`config.mk`:
```
export PLATFORM = sky130hd
export DESIGN_NAME = tcdp_top
export DESIGN_NICKNAME = d
export VERILOG_FILES = /design/src/design/tcdp_pkg.sv /design/src/design/tcdp_chan_if.sv /design/src/design/tcdp_channel.sv /design/src/design/tcdp_tick_gen.sv /design/src/design/tcdp_top.sv
export SDC_FILE = /design/constraint.sdc
export NUM_CORES = 1
export LEC_CHECK = 0
export ABC_AREA = 1
export BUFFER_PORTS_ARGS = -buffer_cell sky130_fd_sc_hd__buf_2
export CAP_MARGIN = 20
export CORE_UTILIZATION = 47
export CTS_BUF_LIST = sky130_fd_sc_hd__clkbuf_4 sky130_fd_sc_hd__clkbuf_8
export CTS_CLUSTER_SIZE = 10
export DETAILED_ROUTE_END_ITERATION = 10
export PLACE_DENSITY = 0.69
export SLEW_MARGIN = 20
export SYNTH_ARGS = -nofsm -noshare
export SYNTH_HDL_FRONTEND = slang
export SYNTH_HIERARCHICAL = 1
export SYNTH_SLANG_ARGS = --single-unit
```
`constraint.sdc`:
```
create_clock -name clk_in -period 1.9 [get_ports clk_in]
set_input_delay 0.38 -clock clk_in [delete_from_list [all_inputs] [get_ports clk_in]]
set_output_delay 0.38 -clock clk_in [all_outputs]
set_load 0.01 [all_outputs]
```
`src/design/tcdp_pkg.sv`:
```
// Purpose: constants and types of the three-channel dithered modulator block
// Assumes: special-function register port, 100 MHz clk_in, one clock domain
// Notes: register offsets are the byte addresses of the register port
`default_nettype none
package tcdp_pkg;

  localparam int unsigned CHAN_N = 3;

  localparam logic [7:0] OFF_PERIOD [CHAN_N] = '{8'h9a, 8'h9c, 8'h9e};
  localparam logic [7:0] OFF_DUTY_HIGH [CHAN_N] = '{8'h9b, 8'h9d, 8'h9f};
  localparam logic [7:0] OFF_CON01 = 8'ha1;
  localparam logic [7:0] OFF_PINS = 8'ha6;
  localparam logic [7:0] OFF_CON2 = 8'ha7;
  localparam logic [7:0] OFF_AUXILIARY_CONTROL_ONE = 8'hf8;

  localparam logic [7:0] PERIOD_RST = 8'hff;
  localparam logic [7:0] DUTY_HIGH_RST = 8'h00;
  localparam logic [7:0] CON01_RST = 8'h88;
  localparam logic [7:0] CON2_RST = 8'h08;
  localparam logic [7:0] PINS_RST = 8'h00;
  localparam logic [7:0] AUXILIARY_CONTROL_ONE_RST = 8'h00;
  localparam logic [7:0] UNMAPPED_READ = 8'h00;

  // field positions: channel 2 fields live in the second control register
  localparam int unsigned CKS_LSB [CHAN_N] = '{2, 6, 2};
  localparam int unsigned DL_LSB [CHAN_N] = '{0, 4, 0};
  localparam int unsigned OE_BIT [CHAN_N] = '{6, 7, 4};
  localparam int unsigned CLEAR_BIT = 3;
  localparam logic [7:0] PINS_MASK = 8'hc0;
  localparam logic [7:0] CON2_MASK = 8'h1f;
  localparam logic [7:0] AUXILIARY_CONTROL_ONE_MASK = 8'h08;

  typedef enum logic [1:0] {
    CKS_DIV4 = 2'h0,
    CKS_DIV2 = 2'h1,
    CKS_DIV1 = 2'h2,
    CKS_FRC  = 2'h3
  } tcdp_cks_t;

  localparam logic [1:0] DIV_LAST = 2'h3;

endpackage
`default_nettype wire

```
`src/design/tcdp_chan_if.sv`:
```
// Purpose: carrier between the register side and one modulator channel
// Assumes: single clock domain
// Notes: tick is a one-cycle counting clock enable
`timescale 1ns/1ps
`default_nettype none
interface tcdp_chan_if;
  logic       ce;
  logic       tick;
  logic       run;
  logic [7:0] period;
  logic [7:0] duty_hi;
  logic [1:0] duty_lo;
  logic       wave;

  modport ctl  (output ce, tick, run, period, duty_hi, duty_lo, input wave);
  modport chan (input ce, tick, run, period, duty_hi, duty_lo, output wave);
endinterface
`default_nettype wire

```
`src/design/tcdp_channel.sv`:
```
// Purpose: one modulator channel: base counter, dither phase, waveform
// Assumes: tick only high while ce is high
// Notes: the delayed rise shortens the high time by one counting clock
`timescale 1ns/1ps
`default_nettype none
module tcdp_channel
  import tcdp_pkg::*;
(
  input  wire logic   clk_in,   // system clock
  input  wire logic   rst_n_in, // async reset, active low
  tcdp_chan_if.chan   c         // channel controls and waveform
);
  typedef struct packed {
    logic [7:0] cnt;
    logic [1:0] phase;
    logic       late;
    logic       wave;
  } tcdp_chan_state_t;

  tcdp_chan_state_t s;
  tcdp_chan_state_t next_s;
  logic             wrap;
  logic             delay;

  // spreads the delayed periods evenly across four
  function automatic logic late_phase(input logic [1:0] lsb, input logic [1:0] ph);
    case (lsb)
      2'h1:    late_phase = (ph == 2'h0);
      2'h2:    late_phase = !ph[0];
      2'h3:    late_phase = (ph != 2'h3);
      default: late_phase = 1'b0;
    endcase
  endfunction

  always_comb begin
    next_s = s;
    wrap   = (s.cnt == c.period);
    delay  = late_phase(c.duty_lo, 2'(s.phase + 2'h1));
    if (!c.run) begin
      next_s = '0;
    end else if (c.tick) begin
      if (wrap) begin
        next_s.cnt   = 8'h00;
        next_s.phase = 2'(s.phase + 2'h1);
      end else begin
        next_s.cnt = 8'(s.cnt + 8'h01);
      end
      if (next_s.cnt == c.duty_hi) begin
        next_s.wave = 1'b0;
        next_s.late = 1'b0;
      end else if (wrap) begin
        next_s.wave = !delay;
        next_s.late = delay;
      end else if (s.late) begin
        next_s.wave = 1'b1;
        next_s.late = 1'b0;
      end
    end
  end

  always_ff @(posedge clk_in or negedge rst_n_in) begin
    if (!rst_n_in) begin
      s <= '0;
    end else if (c.ce) begin
      s <= next_s;
    end
  end

  assign c.wave = s.wave;
endmodule
`default_nettype wire

```
`src/design/tcdp_tick_gen.sv`:
```
// Purpose: counting clock enables for the four clock sources
// Assumes: fast RC oscillator arrives as a pulse synchronous to clk_in
// Notes: tick_out is indexed by the clock select code
`timescale 1ns/1ps
`default_nettype none
module tcdp_tick_gen
  import tcdp_pkg::*;
(
  input  wire logic       clk_in,    // system clock
  input  wire logic       rst_n_in,  // async reset, active low
  input  wire logic       ce_in,     // clock enable
  input  wire logic       frc_in,    // fast rc oscillator tick
  output logic      [3:0] tick_out   // enables per clock select code
);
  typedef struct packed {
    logic [1:0] div;
  } tcdp_tick_state_t;

  tcdp_tick_state_t s;
  tcdp_tick_state_t next_s;

  always_comb begin
    next_s     = s;
    next_s.div = 2'(s.div + 2'h1);
  end

  always_ff @(posedge clk_in or negedge rst_n_in) begin
    if (!rst_n_in) begin
      s <= '0;
    end else if (ce_in) begin
      s <= next_s;
    end
  end

  assign tick_out[CKS_DIV4] = ce_in && (s.div == DIV_LAST);
  assign tick_out[CKS_DIV2] = ce_in && s.div[0];
  assign tick_out[CKS_DIV1] = ce_in;
  assign tick_out[CKS_FRC]  = ce_in && frc_in;
endmodule
`default_nettype wire

```
`src/design/tcdp_top.sv`:
```
// Purpose: three dithered modulator channels behind special-function registers
// Assumes: register port and fast rc tick are synchronous to clk_in
// Notes: pin outputs lag the channel waveform by one clock
`timescale 1ns/1ps
`default_nettype none
module tcdp_top
  import tcdp_pkg::*;
(
  input  wire logic       clk_in,               // 100 MHz system clock
  input  wire logic       rst_n_in,             // async reset, active low
  input  wire logic       ce_in,                // clock enable, freezes all state
  input  wire logic [7:0] sfr_addr_in,          // register address
  input  wire logic       sfr_wr_in,            // register write strobe
  input  wire logic       sfr_rd_in,            // register read strobe
  input  wire logic [7:0] sfr_wdata_in,         // register write data
  output logic      [7:0] sfr_rdata_out,        // register read data, next cycle
  input  wire logic       fast_rc_oscillator_in,// fast rc oscillator tick
  input  wire logic [2:0] chan_open_drain_in,   // 1 open-drain, 0 push-pull
  output logic      [2:0] modulator_pin_out,    // pin drive level
  output logic      [2:0] modulator_pin_oe_out  // pin output enable
);

  typedef struct packed {
    logic [CHAN_N-1:0][7:0] period;
    logic [CHAN_N-1:0][7:0] duty_high;
    logic [7:0]             con01;
    logic [7:0]             con2;
    logic [7:0]             pins;
    logic [7:0]             auxiliary_control_one;
    logic [7:0]             rdata;
    logic [CHAN_N-1:0]      pin_out;
    logic [CHAN_N-1:0]      pin_oe;
  } tcdp_top_state_t;

  tcdp_top_state_t   s;
  tcdp_top_state_t   next_s;

  logic [3:0]        tick;
  logic [CHAN_N-1:0] wave;
  logic [CHAN_N-1:0] chan_oe;
  logic [CHAN_N-1:0] chan_run;
  logic [CHAN_N-1:0][1:0] cks;
  logic [CHAN_N-1:0][1:0] duty_lo;
  logic              clear0;

  tcdp_chan_if ch [CHAN_N] ();

  tcdp_tick_gen u_tick (
    .clk_in   (clk_in),
    .rst_n_in (rst_n_in),
    .ce_in    (ce_in),
    .frc_in   (fast_rc_oscillator_in),
    .tick_out (tick)
  );

  // only channel 0 has the clear-and-hold control
  assign clear0 = s.auxiliary_control_one[CLEAR_BIT];

  for (genvar i = 0; i < CHAN_N; i++) begin : g_chan
    logic [7:0] con;
    // channel 2 keeps its fields in the second control register
    assign con        = (i == 2) ? s.con2 : s.con01;
    assign cks[i]     = con[CKS_LSB[i] +: 2];
    assign duty_lo[i] = con[DL_LSB[i] +: 2];
    assign chan_oe[i] = (i == 2) ? s.con2[OE_BIT[i]] : s.pins[OE_BIT[i]];
    assign chan_run[i] = chan_oe[i] && !((i == 0) && clear0);

    assign ch[i].ce      = ce_in;
    assign ch[i].tick    = tick[cks[i]];
    assign ch[i].run     = chan_run[i];
    assign ch[i].period  = s.period[i];
    assign ch[i].duty_hi = s.duty_high[i];
    assign ch[i].duty_lo = duty_lo[i];
    assign wave[i]       = ch[i].wave;

    tcdp_channel u_chan (
      .clk_in   (clk_in),
      .rst_n_in (rst_n_in),
      .c        (ch[i])
    );
  end

  // register writes, read data and pin drive
  always_comb begin
    next_s = s;

    if (sfr_wr_in) begin
      for (int i = 0; i < CHAN_N; i++) begin
        if (sfr_addr_in == OFF_PERIOD[i]) begin
          next_s.period[i] = sfr_wdata_in;
        end else if (sfr_addr_in == OFF_DUTY_HIGH[i]) begin
          next_s.duty_high[i] = sfr_wdata_in;
        end
      end
      if (sfr_addr_in == OFF_CON01) begin
        next_s.con01 = sfr_wdata_in;
      end else if (sfr_addr_in == OFF_CON2) begin
        next_s.con2 = sfr_wdata_in & CON2_MASK;
      end else if (sfr_addr_in == OFF_PINS) begin
        next_s.pins = sfr_wdata_in & PINS_MASK;
      end else if (sfr_addr_in == OFF_AUXILIARY_CONTROL_ONE) begin
        next_s.auxiliary_control_one = sfr_wdata_in & AUXILIARY_CONTROL_ONE_MASK;
      end
    end

    // reads take effect on the next edge; unmapped addresses read zero
    if (sfr_rd_in) begin
      next_s.rdata = UNMAPPED_READ;
      for (int i = 0; i < CHAN_N; i++) begin
        if (sfr_addr_in == OFF_PERIOD[i]) begin
          next_s.rdata = s.period[i];
        end else if (sfr_addr_in == OFF_DUTY_HIGH[i]) begin
          next_s.rdata = s.duty_high[i];
        end
      end
      if (sfr_addr_in == OFF_CON01) begin
        next_s.rdata = s.con01;
      end else if (sfr_addr_in == OFF_CON2) begin
        next_s.rdata = s.con2;
      end else if (sfr_addr_in == OFF_PINS) begin
        next_s.rdata = s.pins;
      end else if (sfr_addr_in == OFF_AUXILIARY_CONTROL_ONE) begin
        next_s.rdata = s.auxiliary_control_one;
      end
    end

    // open-drain only ever pulls low; high comes from the external pull-up
    for (int i = 0; i < CHAN_N; i++) begin
      if (chan_open_drain_in[i]) begin
        next_s.pin_out[i] = 1'b0;
        next_s.pin_oe[i]  = chan_oe[i] && !wave[i];
      end else begin
        next_s.pin_out[i] = chan_oe[i] && wave[i];
        next_s.pin_oe[i]  = chan_oe[i];
      end
    end
  end

  always_ff @(posedge clk_in or negedge rst_n_in) begin
    if (!rst_n_in) begin
      s.period    <= {CHAN_N{PERIOD_RST}};
      s.duty_high <= {CHAN_N{DUTY_HIGH_RST}};
      s.con01     <= CON01_RST;
      s.con2      <= CON2_RST;
      s.pins      <= PINS_RST;
      s.auxiliary_control_one      <= AUXILIARY_CONTROL_ONE_RST;
      s.rdata     <= UNMAPPED_READ;
      s.pin_out   <= '0;
      s.pin_oe    <= '0;
    end else if (ce_in) begin
      s <= next_s;
    end
  end

  assign sfr_rdata_out        = s.rdata;
  assign modulator_pin_out    = s.pin_out;
  assign modulator_pin_oe_out = s.pin_oe;
endmodule
`default_nettype wire

```
==> flow_metrics.tcl <==
set metrics [dict create \
    status "finished, violations left" \
    violations "setup timing" \
    cp_max_fo 4 \
    cts_tree "built" \
    antenna_found_initial 0 \
    synthTopCellsByCount "nand2_1 (325), inv_1 (147), dfrtp_1 (89)" \
    clock_latency_ns 0.44 \
    yosys_warnings 6 \
    max_cap_violations 0 \
    avgSynthCellArea_sq_um 7.25 \
    synth-seq-area-share_pct 41.9 \
    setup_viol 1 \
    vias 6489 \
    synth_area_sq_um 7020 \
    synth-async-reset-ratio_pct 100 \
    grt_overflow_total 0 \
    p_per_area_nw_per_um2 678 \
    routed_wl_mm 18.7 \
    fillers 1336 \
    cts_inserted_buffers 17 \
    grt_usage_pct 25.0 \
    ys_types 39 \
    min_path_type "in -> reg" \
    whs_ns 0.146 \
    drt_iter0_drc 624 \
    grt_first_pass_wirelength_mm 28.9 \
    period_minus_slack_ns 1.95 \
    finClkSkew_ns 0.0102 \
    die_w_microns 124 \
    synth_top_area_share_pct 31.7 \
    hold_viol 0 \
    synth_seq_cells 116 \
    synth_nets 1003 \
    slew_violations 0 \
    crit_arrival_ns 2.28 \
    vdd_drop_max_mv 0.583 \
    clockRootBuffer "clkbuf_8" \
    critPathRequiredTime_ns 2.23 \
    io_buffers 38 \
    antenna_cells 0 \
    rsz0062_at_grt "true" \
    fmaxAchievable_ghz 0.512 \
    final_nets 1095 \
    numClockSinks 116 \
    clk_pin_slew_worst_paths_ns 0.07 \
    synthFlopType "dfrtp_1" \
    worstMarginPinSlew_ns 0.744 \
    clock_path_buffers 2 \
    area_growth_pct 19.3 \
    fin_ws_ns -0.0521 \
    final_util_pct 57.6 \
    die_h_microns 124 \
    dr.pass1.iters 5 \
    drc_errors 0 \
    io_pins 39 \
    post-route-period-util_pct 103 \
    dieArea_sq_um 15400 \
    wire_per_inst_microns 14.9 \
    fin_cells 1257 \
    rows 44 \
    synth_largest_area_cell "dfrtp_1" \
    syn_inst 968 \
    synth_area_leaders "dfrtp_1 (32%), nand2_1 (17%), dfstp_2 (10%)" \
    gp_congestion 0.872 \
    post-synth-top-count-cell "nand2_1" \
    criticalPathCategory "reg -> reg" \
    htreeDepth 4 \
    vias_per_cell 5.16 \
    grt_pass1_vias 5568 \
    start_util_pct 48.3 \
    synth_edf_count 0 \
    hpwl_mm 13.3 \
    grt_start_max_net_pins 52 \
    p_leak_uw 0.00414 \
    drive_above_1_share_pct 23.8 \
    crit_path_end_kind "flip-flop" \
    drtAntennaViolNets 0 \
    core_area_sq_um 14500 \
    start_kind "flip-flop" \
    slew_headroom_pct 50.4 \
    dp_cells 1193 \
]
per-layer routing:
metal,part of all wire (%),wire length (microns),up-vias,GRT usage [%]
met5,0,0,-,0
met2,47,8750,195,37.8
met4,0.92,172,0,6.55
met3,5.5,1040,17,4.99
li1,-,-,3260,-
met1,47,8720,3017,36.4
cell families (layout without fill, tap and decap cells):
kind of cell,after synthesis,count (layout),share of synthesized area (%)
AO/OA/AOI/OAI,146,146,12.1
XOR/XNOR,24,24,3.00
adder cells (fa/ha/maj),10,10,1.78
buffers and inverters,177,279,10.1
flip-flops,116,116,41.9
AND/OR/NAND/NOR,495,498,31.1
critical path, stage by stage, from the launching register on:
cell and delay (ns):
dfstp_2 0.57, xnor2_1 0.13, nand2_1 0.11, nor2_4 0.13, nand2_4 0.07, buf_6 0.12
buf_6 0.12, nand3_2 0.04, nand2_1 0.06, inv_1 0.06, nand2_1 0.06, nor2_2 0.11
nand2_2 0.07, nand2_1 0.06, nand2_1 0.04, nand2_1 0.05, nand2_1 0.04
repair_timing:
| action | 4_1_cts | 5_1_grt |
|---|---|---|
| hold buffers | 1 | 0 |
| gates resized for setup | 1 | 62 |
| endpoints found under the setup margin | 1 | 17 |
| pin swaps | 1 | 31 |
| gates cloned | 0 | 3 |
| hold endpoints to repair | 18 | 0 |
| setup buffers | 2 | 26 |
stage by stage:
step / TNS (ns) / setup slack (ns) / area [sq um] / power (uW)
6_report: -0.0521 / -0.0521 / 8370 / 5670
5_1_grt: -0.601 / -0.179 / 8370 / 5890
4_1_cts: 0 / 0.00451 / 7940 / 5560
3_5_place_dp: -0.0107 / -0.0107 / 7510 / 3240
3_3_place_gp: -0.00350 / -0.00350 / 7510 / 3230
2_1_floorplan: 0 / 0.226 / 7020 / 3020
sequential cells by signal, summed over array words and instances, names as in the netlist:
name and count:
u_tick/s 2, modulator_pin_oe_out 3, chan_oe 1, modulator_pin_out 3, clear0 1, g_chan.u_chan/c.wave 3
ch.duty_hi 24, sfr_rdata_out 8, ch.period 24, g_chan.u_chan/s 33, ch.run 1, g_chan.con 13
placed cells by master, fill, tap and decap left out, types with 6 or more instances in the layout:
| cell type | synthesis | final |
|---|---|---|
| clkbuf_4 | 0 | 7 |
| o21ai_2 | 8 | 9 |
| nor2_4 | 5 | 12 |
| nand2_1 | 325 | 310 |
| dfrtp_1 | 89 | 87 |
| dfstp_2 | 27 | 27 |
| nand2_2 | 8 | 23 |
| o22ai_1 | 25 | 24 |
| clkbuf_8 | 0 | 19 |
| o21bai_1 | 6 | 6 |
| buf_4 | 1 | 47 |
| or2_2 | 9 | 9 |
| nor2_1 | 42 | 37 |
| ha_1 | 10 | 8 |
| inv_1 | 147 | 145 |
| o21ai_1 | 16 | 18 |
| nor2_2 | 9 | 7 |
| nand4_1 | 11 | 11 |
| xor2_1 | 15 | 13 |
| nand3_1 | 66 | 61 |
| buf_2 | 5 | 37 |
| xnor2_1 | 9 | 7 |
| nand3_2 | 4 | 9 |
| o21ai_0 | 60 | 57 |
| a21oi_1 | 22 | 22 |
| inv_2 | 9 | 11 |
final timing paths:
path,endpoint,slack [ns],cells past startpoint,from
hold reg to reg,sfr_rdata_out[3]$_DFFE_PN0P_,0.47,2,sfr_rdata_out[3]$_DFFE_PN0P_
setup reg to reg,g_chan[2].u_chan/c.wave$_DFFE_PN0P_,-0.05,16,ch[2].period[6]$_DFFE_PN1P_
hold / removal,modulator_pin_out[0]$_DFFE_PN0P_,0.15,2,chan_open_drain_in[0]
setup / recovery,g_chan[2].u_chan/c.wave$_DFFE_PN0P_,-0.05,16,ch[2].period[6]$_DFFE_PN1P_
min in group asynchronous,g_chan[2].u_chan/s[8]$_DFFE_PN0P_,0.38,2,rst_n_in
max in group asynchronous,ch[0].period[4]$_DFFE_PN1P_,0.88,3,rst_n_in
power breakdown:
part	leakage [uW]	switching [uW]	internal [uW]
registers	0.00150	66.8	2550
clock network	0.000213	978	1330
logic	0.00242	473	279
final cells by class:
type	instances	area, sq um	area share [%]
clock inverters	6	80.1	0.957
multi-input cells	678	3590	43.0
well taps	184	230	2.75
inverters	157	589	7.04
flip-flops and latches	116	2940	35.1
repair buffers	90	622	7.43
clock buffers	26	314	3.75
(Power assumes the default switching activity.)
